--- src/pkg/debug_uart_defs.svh ---
// Purpose: offsets, field positions, reset values and counts of the debug serial port
// Assumes: register offsets are word indices; byte address is four times the index
// Notes: definitions only
`ifndef DEBUG_UART_DEFS_SVH
`define DEBUG_UART_DEFS_SVH

// ----------------------------------------
// register indices
// ----------------------------------------
`define IDX_SERIAL_STATUS 16'hC028
`define IDX_SERIAL_BYTE_LOW 16'hC029
`define IDX_SERIAL_BYTE_HIGH 16'hC02A
`define IDX_BAUD_DIVIDER 16'hC02B

// ----------------------------------------
// fields and reset values
// ----------------------------------------
`define ST_RX_OVERRUN 3
`define ST_RX_FULL 2
`define ST_TX_FULL 1
`define ST_TX_SHIFTING 0
`define DIV_RESET 16'h0000
`define FRAME_LAST 4'h9
`define DATA_LAST 3'h7

`endif

--- src/pkg/debug_uart_pkg.sv ---
// Purpose: state types of the debug serial port
// Assumes: one packed struct of state per module
// Notes: none
package debug_uart_pkg;

    typedef enum logic [1:0] {RX_IDLE, RX_START, RX_DATA, RX_STOP} rx_state_t;

    typedef struct packed {
        logic waitreq;
        logic [31:0] rdata;
        logic rd_fresh;
        logic [15:0] div;
        logic [7:0] rx_byte;
        logic rx_full;
        logic overrun;
        logic [7:0] tx_byte;
        logic tx_full;
        logic load;
        logic tx_irq;
        logic rx_irq;
        rx_state_t rx_state;
        logic [7:0] rx_cnt;
        logic [2:0] rx_bits;
        logic [7:0] rx_shift;
        logic rx_prev;
    } core_state_t;

    typedef struct packed {
        logic [9:0] frame;
        logic [3:0] bits;
        logic [7:0] cnt;
        logic shifting;
        logic line;
    } tx_state_t;

    typedef struct packed {
        logic [7:0] cnt;
        logic tick;
    } pre_state_t;

endpackage : debug_uart_pkg

--- src/pkg/serial_link_if.sv ---
// Purpose: signals between the serial core, its prescaler and its transmit shifter
// Assumes: single clock domain
// Notes: none
`timescale 1ns/1ps
interface serial_link_if;
    logic [7:0] prescale;
    logic [7:0] bit_div;
    logic sample_tick;
    logic load;
    logic [7:0] load_byte;
    logic shifting;
    logic line;

    modport gen (input prescale, output sample_tick);
    modport tx (input sample_tick, bit_div, load, load_byte, output shifting, line);
    modport core (input sample_tick, shifting, line,
                  output prescale, bit_div, load, load_byte);
endinterface : serial_link_if

--- src/hw/debug_serial_uart.sv ---
// Purpose: debug serial port with Avalon-MM register access
// Assumes: serial_rx synchronous to clock; one clock
// Notes: one wait state per access
//
// The Avalon-MM interface to the registers is this design's own decision.
`timescale 1ns/1ps
`include "debug_uart_defs.svh"
module debug_serial_uart (
    input wire logic clock,
    input wire logic sys_rst,
    input wire logic [17:0] address,
    input wire logic read,
    input wire logic write,
    input wire logic [3:0] byteenable,
    input wire logic [31:0] writedata,
    output logic [31:0] readdata,
    output logic waitrequest,
    input wire logic serial_rx,
    output logic serial_tx,
    output logic tx_irq,
    output logic rx_irq
);
    // ----------------------------------------
    // state and helpers
    // ----------------------------------------
    debug_uart_pkg::core_state_t s_q;
    debug_uart_pkg::core_state_t s_d;
    logic sel_st;
    logic sel_lo;
    logic sel_hi;
    logic sel_div;
    logic first;
    logic taken;
    logic wr_data;
    logic rd_data;
    logic busy;
    logic rx_commit;
    logic [7:0] wr_byte;
    logic [8:0] cnt_inc;

    serial_link_if link ();

    baud_prescaler u_prescaler (
        .clock(clock),
        .sys_rst(sys_rst),
        .link(link.gen)
    );

    tx_shifter u_tx (
        .clock(clock),
        .sys_rst(sys_rst),
        .link(link.tx)
    );

    // ----------------------------------------
    // address decode
    // ----------------------------------------
    assign sel_st = address == {`IDX_SERIAL_STATUS, 2'b00};
    assign sel_lo = address == {`IDX_SERIAL_BYTE_LOW, 2'b00};
    assign sel_hi = address == {`IDX_SERIAL_BYTE_HIGH, 2'b00};
    assign sel_div = address == {`IDX_BAUD_DIVIDER, 2'b00};
    assign first = (read || write) && s_q.waitreq;
    assign taken = (read || write) && !s_q.waitreq;
    assign wr_data = taken && write && ((sel_lo && byteenable[0]) || (sel_hi && byteenable[1]));
    assign rd_data = taken && read && (sel_lo || sel_hi);
    assign wr_byte = sel_hi ? writedata[15:8] : writedata[7:0];
    assign busy = link.shifting || s_q.load;

    // ----------------------------------------
    // next state
    // ----------------------------------------
    always_comb begin
        s_d = s_q;
        rx_commit = 1'b0;
        cnt_inc = {1'b0, s_q.rx_cnt} + 9'h001;
        s_d.load = 1'b0;
        s_d.tx_irq = 1'b0;
        s_d.rx_irq = 1'b0;
        s_d.rx_prev = serial_rx;

        // receiver, paced by the first divider stage
        unique case (s_q.rx_state)
            debug_uart_pkg::RX_IDLE: begin
                if (s_q.rx_prev && !serial_rx) begin
                    s_d.rx_state = debug_uart_pkg::RX_START;
                    s_d.rx_cnt = 8'h00;
                end
            end
            debug_uart_pkg::RX_START: begin
                if (link.sample_tick) begin
                    // half a bit lands the later samples mid bit
                    if (cnt_inc >= {2'b00, s_q.div[7:1]}) begin
                        s_d.rx_cnt = 8'h00;
                        s_d.rx_bits = 3'h0;
                        // a glitch shorter than half a bit is dropped
                        s_d.rx_state = serial_rx ? debug_uart_pkg::RX_IDLE
                                                 : debug_uart_pkg::RX_DATA;
                    end else begin
                        s_d.rx_cnt = cnt_inc[7:0];
                    end
                end
            end
            debug_uart_pkg::RX_DATA: begin
                if (link.sample_tick) begin
                    if (cnt_inc >= {1'b0, s_q.div[7:0]}) begin
                        s_d.rx_cnt = 8'h00;
                        s_d.rx_shift = {serial_rx, s_q.rx_shift[7:1]};
                        s_d.rx_bits = s_q.rx_bits + 3'h1;
                        if (s_q.rx_bits == `DATA_LAST) begin
                            s_d.rx_state = debug_uart_pkg::RX_STOP;
                        end
                    end else begin
                        s_d.rx_cnt = cnt_inc[7:0];
                    end
                end
            end
            debug_uart_pkg::RX_STOP: begin
                if (link.sample_tick) begin
                    if (cnt_inc >= {1'b0, s_q.div[7:0]}) begin
                        s_d.rx_cnt = 8'h00;
                        rx_commit = serial_rx;
                        s_d.rx_state = debug_uart_pkg::RX_IDLE;
                    end else begin
                        s_d.rx_cnt = cnt_inc[7:0];
                    end
                end
            end
        endcase

        // bus: read data captured in the first cycle, answered in the second
        s_d.waitreq = !first;
        if (first) begin
            s_d.rd_fresh = !rx_commit;
            s_d.rdata = 32'h0000_0000;
            if (sel_st) begin
                s_d.rdata[`ST_RX_OVERRUN] = s_q.overrun;
                s_d.rdata[`ST_RX_FULL] = s_q.rx_full;
                s_d.rdata[`ST_TX_FULL] = s_q.tx_full;
                s_d.rdata[`ST_TX_SHIFTING] = link.shifting;
            end else if (sel_lo) begin
                s_d.rdata[7:0] = s_q.rx_byte;
            end else if (sel_hi) begin
                s_d.rdata[15:8] = s_q.rx_byte;
            end else if (sel_div) begin
                s_d.rdata[15:0] = s_q.div;
            end
        end
        if (taken && write && sel_div) begin
            if (byteenable[1]) begin
                s_d.div[15:8] = writedata[15:8];
            end
            if (byteenable[0]) begin
                s_d.div[7:0] = writedata[7:0];
            end
        end
        // a byte landing while the read was waiting is not cleared unseen
        if (rd_data && s_q.rd_fresh) begin
            s_d.rx_full = 1'b0;
        end
        if (rx_commit) begin
            s_d.rx_byte = s_q.rx_shift;
            s_d.overrun = s_q.rx_full;
            s_d.rx_full = 1'b1;
            s_d.rx_irq = 1'b1;
        end

        // transmit holding register
        if (wr_data) begin
            s_d.tx_byte = wr_byte;
            if (!busy && !s_q.tx_full) begin
                s_d.load = 1'b1;
                s_d.tx_irq = 1'b1;
            end else begin
                // a write while full replaces the held byte
                s_d.tx_full = 1'b1;
            end
        end else if (s_q.tx_full && !busy) begin
            s_d.load = 1'b1;
            s_d.tx_full = 1'b0;
            s_d.tx_irq = 1'b1;
        end
    end

    // ----------------------------------------
    // registers
    // ----------------------------------------
    always_ff @(posedge clock or posedge sys_rst) begin
        if (sys_rst) begin
            s_q <= '0;
            s_q.div <= `DIV_RESET;
            s_q.waitreq <= 1'b1;
            s_q.rx_prev <= 1'b1;
        end else begin
            s_q <= s_d;
        end
    end

    assign link.prescale = s_q.div[15:8];
    assign link.bit_div = s_q.div[7:0];
    assign link.load = s_q.load;
    assign link.load_byte = s_q.tx_byte;
    assign readdata = s_q.rdata;
    assign waitrequest = s_q.waitreq;
    assign serial_tx = link.line;
    assign tx_irq = s_q.tx_irq;
    assign rx_irq = s_q.rx_irq;
endmodule : debug_serial_uart

--- src/hw/baud_prescaler.sv ---
// Purpose: first divider stage, one sample tick every prescale+1 clocks
// Assumes: prescale may change at any time
// Notes: tick is registered
`timescale 1ns/1ps
module baud_prescaler (
    input wire logic clock,
    input wire logic sys_rst,
    serial_link_if.gen link
);
    debug_uart_pkg::pre_state_t p_q;
    debug_uart_pkg::pre_state_t p_d;

    always_comb begin
        p_d.cnt = p_q.cnt + 8'h01;
        p_d.tick = 1'b0;
        if (p_q.cnt >= link.prescale) begin
            p_d.cnt = 8'h00;
            p_d.tick = 1'b1;
        end
    end

    always_ff @(posedge clock or posedge sys_rst) begin
        if (sys_rst) begin
            p_q <= '0;
        end else begin
            p_q <= p_d;
        end
    end

    assign link.sample_tick = p_q.tick;
endmodule : baud_prescaler

--- src/hw/tx_shifter.sv ---
// Purpose: transmit shift register, ten bit times per frame
// Assumes: load only while not shifting
// Notes: bit time is bit_div sample ticks
`timescale 1ns/1ps
module tx_shifter (
    input wire logic clock,
    input wire logic sys_rst,
    serial_link_if.tx link
);
    debug_uart_pkg::tx_state_t t_q;
    debug_uart_pkg::tx_state_t t_d;
    logic [8:0] inc;

    always_comb begin
        t_d = t_q;
        inc = {1'b0, t_q.cnt} + 9'h001;
        if (link.load) begin
            t_d.frame = {1'b1, link.load_byte, 1'b0};
            t_d.line = 1'b0;
            t_d.shifting = 1'b1;
            t_d.cnt = 8'h00;
            t_d.bits = 4'h0;
        end else if (t_q.shifting && link.sample_tick) begin
            if (inc >= {1'b0, link.bit_div}) begin
                t_d.cnt = 8'h00;
                t_d.frame = {1'b1, t_q.frame[9:1]};
                t_d.line = t_q.frame[1];
                if (t_q.bits == `FRAME_LAST) begin
                    t_d.shifting = 1'b0;
                    t_d.line = 1'b1;
                end else begin
                    t_d.bits = t_q.bits + 4'h1;
                end
            end else begin
                t_d.cnt = inc[7:0];
            end
        end
    end

    always_ff @(posedge clock or posedge sys_rst) begin
        if (sys_rst) begin
            t_q <= '0;
            t_q.line <= 1'b1;
        end else begin
            t_q <= t_d;
        end
    end

    assign link.shifting = t_q.shifting;
    assign link.line = t_q.line;
endmodule : tx_shifter

--- config.mk ---
export PLATFORM = sky130hd
export DESIGN_NAME = debug_serial_uart
export DESIGN_NICKNAME = d
export VERILOG_FILES = /design/src/pkg/debug_uart_pkg.sv /design/src/pkg/serial_link_if.sv /design/src/hw/debug_serial_uart.sv /design/src/hw/baud_prescaler.sv /design/src/hw/tx_shifter.sv
export VERILOG_INCLUDE_DIRS = /design/src /design/src/pkg
export SDC_FILE = /design/constraint.sdc
export NUM_CORES = 1
export LEC_CHECK = 0
export ABC_AREA = 1
export ABC_CLOCK_PERIOD_IN_PS = 3700
export BUFFER_PORTS_ARGS = -buffer_cell sky130_fd_sc_hd__buf_2
export CORE_MARGIN = 1.5
export CORE_UTILIZATION = 45
export CTS_CLUSTER_DIAMETER = 60
export DETAILED_ROUTE_END_ITERATION = 8
export PLACE_DENSITY_LB_ADDON = 0.05
export SLEW_MARGIN = 25
export SYNTH_ARGS = -nofsm -noshare
export SYNTH_HDL_FRONTEND = slang
export SYNTH_HIERARCHICAL = 1
export SYNTH_SLANG_ARGS = --single-unit
--- constraint.sdc ---
create_clock -name clock -period 3.7 [get_ports clock]
set_input_delay 0.555 -clock clock [delete_from_list [all_inputs] [get_ports clock]]
set_output_delay 0.555 -clock clock [all_outputs]
set_load 0.02 [all_outputs]
==> flow_summary.toml <==
[final_layout]
syn_to_final_growth_pct = 8.481
layout-drive-gt1-share_pct = 15.80
diodes = 0
num-fill-cells = 1407
fin_nets = 997

[placement]
dp_hpwl_um = 11370
place_congestion = 0.8548
dp_slack_ns = 0.8423
io_buffers = 60

[floorplanning]
die_w_um = 125.5
dieArea_sq_um = 15760
start_util_pct = 46.31
io-pin-count = 95
row_count = 44
core_sq_um = 14590
dieHeight_um = 125.5

[yosys]
synthSimpleGateAreaFrac_pct = 30.07
syn_inst = 860
synthAdderAreaFrac_pct = 7.037
ys.warnings.count = 6
ys_top_cells_by_count = "nand2_1 (270), inv_1 (110), dfrtp_1 (106)"
synth_cell_types = 42
synth_area_sq_um = 6756
ys_seq_area_share_pct = 40.43
ys_seq_elements = 109
synthXorXnorAreaFrac_pct = 2.204
yosysTopAreaCell = "dfrtp_1"
async_flop_share_pct = 100.0
synthFlopType = "dfrtp_1"
synth_top_family_by_area = "simple AND/OR/NAND/NOR gates"
synth_most_common_cell = "nand2_1"
synth_compound_area_share_pct = 7.463
avgSynthCellArea_sq_um = 7.856
muxShareOfSynthArea_pct = 1.037
synth_top_area_share_pct = 39.26
synth_edf_count = 0
netlist_top_cells_area = "dfrtp_1 (39%), nand2_1 (15%), ha_1 (7.0%)"

[worst_setup_path]
cp_max_fo = 18
cp-endpoint = "s_q[36]$_DFFE_PP0P_"
crit_slowest_cell = "dfrtp_1"
reg2reg_depth = 16
crit_top_cell = "nand2_1"
endpoint_kind = "register"
criticalPathCategory = "reg2reg"
arrival_ns = 3.13
critPathLaunchType = "register"
worst_ep_required_time_ns = 3.94
reg2reg_slack_ns = 0.82
timing.rr.end = "s_q[36]$_DFFE_PP0P_"
cpPeakStageDelay_ns = 0.48
reg2reg_from = "s_q[12]$_DFFE_PP0P_"
crit_start = "s_q[12]$_DFFE_PP0P_"
crit_chain = "ha_1, nand2_1, nor2_2, nand2_1, xor2_1, inv_1, ha_1, a21o_1, nand3_1, nand2_1, nor2_1, nand3_2, nand3_2, inv_2, nand2_1, o21ai_1"

[power_and_ir_drop]
vdd_drop_max_uv = 264.0
p_leak_nw = 3.968
sw_frac_of_total_pct = 31.42
seq_power_share_pct = 48.8
p_clk_share_pct = 32.9
switchingPower_mw = 0.9435
cellPowerDensity_nw_per_um2 = 409.7
intPower_mw = 2.059
p_comb_share_pct = 18.3

[clocking]
cts_resized = 0
cts_buffers = 9
clk_pin_slew_ns = 0.08
cts_tree = "done"
clockRootBuffer = "clkbuf_16"
htree_levels = 3
clk_latency_ns = 0.36
clockBufferDepth = 2
hold_buffers = 0
numClockSinks = 109
cts_setup_buffers = 0

[routing]
routed-via-count = 5395
drt-total-wl_um = 15060
wl_met1_um = 7368
drt_iter0_drc = 325
dr_wl_met3_um = 502
antenna_left = 0
wl_met2_um = 6904
drc_errors = 0
highest_layer = "met4"
drt_first_pass_iters = 5
wl_per_cell_um = 13.83
viasPerCell = 4.954

[sta]
max-slew-margin-rel_pct = 39.53
max_freq_mhz = 346.8
finalSetupTns_ns = 0
setup_violations = 0
fin_crit_ns = 2.884
hold_viol = 0
setup_slack_ns = 0.8162
rsz0062_at_grt = "false"
drv_slew = 0
worst_pin_slew_ns = 0.9029
fin_crit_sh_pct = 77.94
finalClockSkew_ns = 0.01277

[global_routing]
grt_pass1_wl_um = 25440
grtUsageTotal_pct = 20.17
antenna_found_initial = 0
grt_max_degree = 44
overflow = 0
grt_pass1_vias = 5239

[run]
drv_cap = 0

[run_status]
status = "finished, final reports clean"

[min_path]
min_path_type = "in2async"
-- routing by layer --
layer | vias up | GRT usage [%]
met5 | - | 0
met2 | 111 | 32.86
li1 | 2761 | -
met1 | 2508 | 27.41
met4 | 0 | 6.283
met3 | 15 | 3.552
-- flip-flops by register name, indices dropped and copies added, names as in the netlist, 8 cells and up --
register         flops
s_q                 34
u_tx/t_q            21
readdata            16
link.bit_div         8
link.load_byte       8
link.prescale        8
u_prescaler/p_q      8
-- cell usage in the layout (no fill, tap or decap), types with 2 or more instances in the layout --
cell and count:
nand3_4 3, xor2_1 14, o22ai_1 4, a21oi_1 11
inv_6 2, inv_1 108, a21o_1 4, nand2_4 2
nor4_1 2, clkbuf_1 3, ha_1 38, conb_1 16
or2_1 3, buf_4 4, clkbuf_16 9, xnor2_1 3
inv_2 7, nor4_4 2, nand3_2 4, nand3_1 40
o21ai_1 23, nand4_1 32, or2_0 4, nand2_1 270
nor2_2 7, o21ai_0 9, o21ai_2 26, dfstp_2 3
nor2_1 51, nand3b_1 5, nor3_1 5, mux2i_1 7
nand2_2 7, buf_2 60, dfrtp_1 106
-- metrics by stage --
step	utilization (%)	total power, mW	instances	area, sq um	hold slack [ns]
after floorplan	-	1.881	875	6813	0.3829
after global placement	48.24	2.013	1073	7038	0.4359
after detailed placement	48.24	2.038	1073	7038	0.4453
after CTS	50.24	3.034	1089	7330	0.1715
after global routing	50.24	3.184	1089	7330	0.2067
final	50.24	3.003	1089	7330	0.1663
-- power groups by stage --
| stage | Clock (mW) | Sequential (mW) | Combinational [mW] |
|---|---|---|---|
| floorplan | 0 | 1.45 | 0.428 |
| global placement | 0 | 1.48 | 0.529 |
| detailed placement | 0 | 1.49 | 0.552 |
| CTS | 1.02 | 1.47 | 0.553 |
| global route | 1.06 | 1.49 | 0.636 |
| finish | 0.988 | 1.47 | 0.549 |
-- final cells by class --
type                       count  area [sq um]  share of cell area, %
sequential                   109          2731                  37.27
multi-input combinational    599          3291                  44.90
tap                          184         230.2                  3.141
clock buffer                  12         236.5                  3.226
clock inverter                 4         55.05                 0.7511
inverter                     116         435.4                  5.941
timing repair buffer          65         350.3                  4.780
-- kinds of logic (layout without fill, tap and decap cells) --
logic type,Yosys count,in the layout
muxes,7,7
DFF,109,109
xor gates and xnor gates,17,17
AOI/OAI and AO/OA,78,78
adders and majority gates,38,38
and+or+nand+nor,443,443
other,1,16
buffers and inverters,167,197
-- worst min-delay path by stage --
| stage | from | end | slack [ns] | depth (start not counted) |
|---|---|---|---|---|
| finish | sys_rst | u_prescaler/p_q[6]$_DFF_PP0_ | 0.17 | 2 |
| global route | sys_rst | u_prescaler/p_q[6]$_DFF_PP0_ | 0.21 | 2 |
| CTS | sys_rst | u_prescaler/p_q[5]$_DFF_PP0_ | 0.17 | 2 |
| detailed placement | u_tx/t_q[23]$_DFFE_PP0P_ | u_tx/t_q[23]$_DFFE_PP0P_ | 0.45 | 2 |
| global placement | u_tx/t_q[23]$_DFFE_PP0P_ | u_tx/t_q[23]$_DFFE_PP0P_ | 0.44 | 2 |
| floorplan | sys_rst | u_prescaler/link.sample_tick$_DFF_PP0_ | 0.38 | 1 |
-- worst max-delay path, delay by kind of cell, from the launching register on --
kind	cells	cell delay, ns
XOR/XNOR	1	0.18
flip-flops	1	0.48
AO/OA/AOI/OAI	2	0.23
adder cells (fa/ha/maj)	2	0.53
AND/OR/NAND/NOR	9	1.15
buffers and inverters	2	0.20
(Power assumes the default switching activity.)
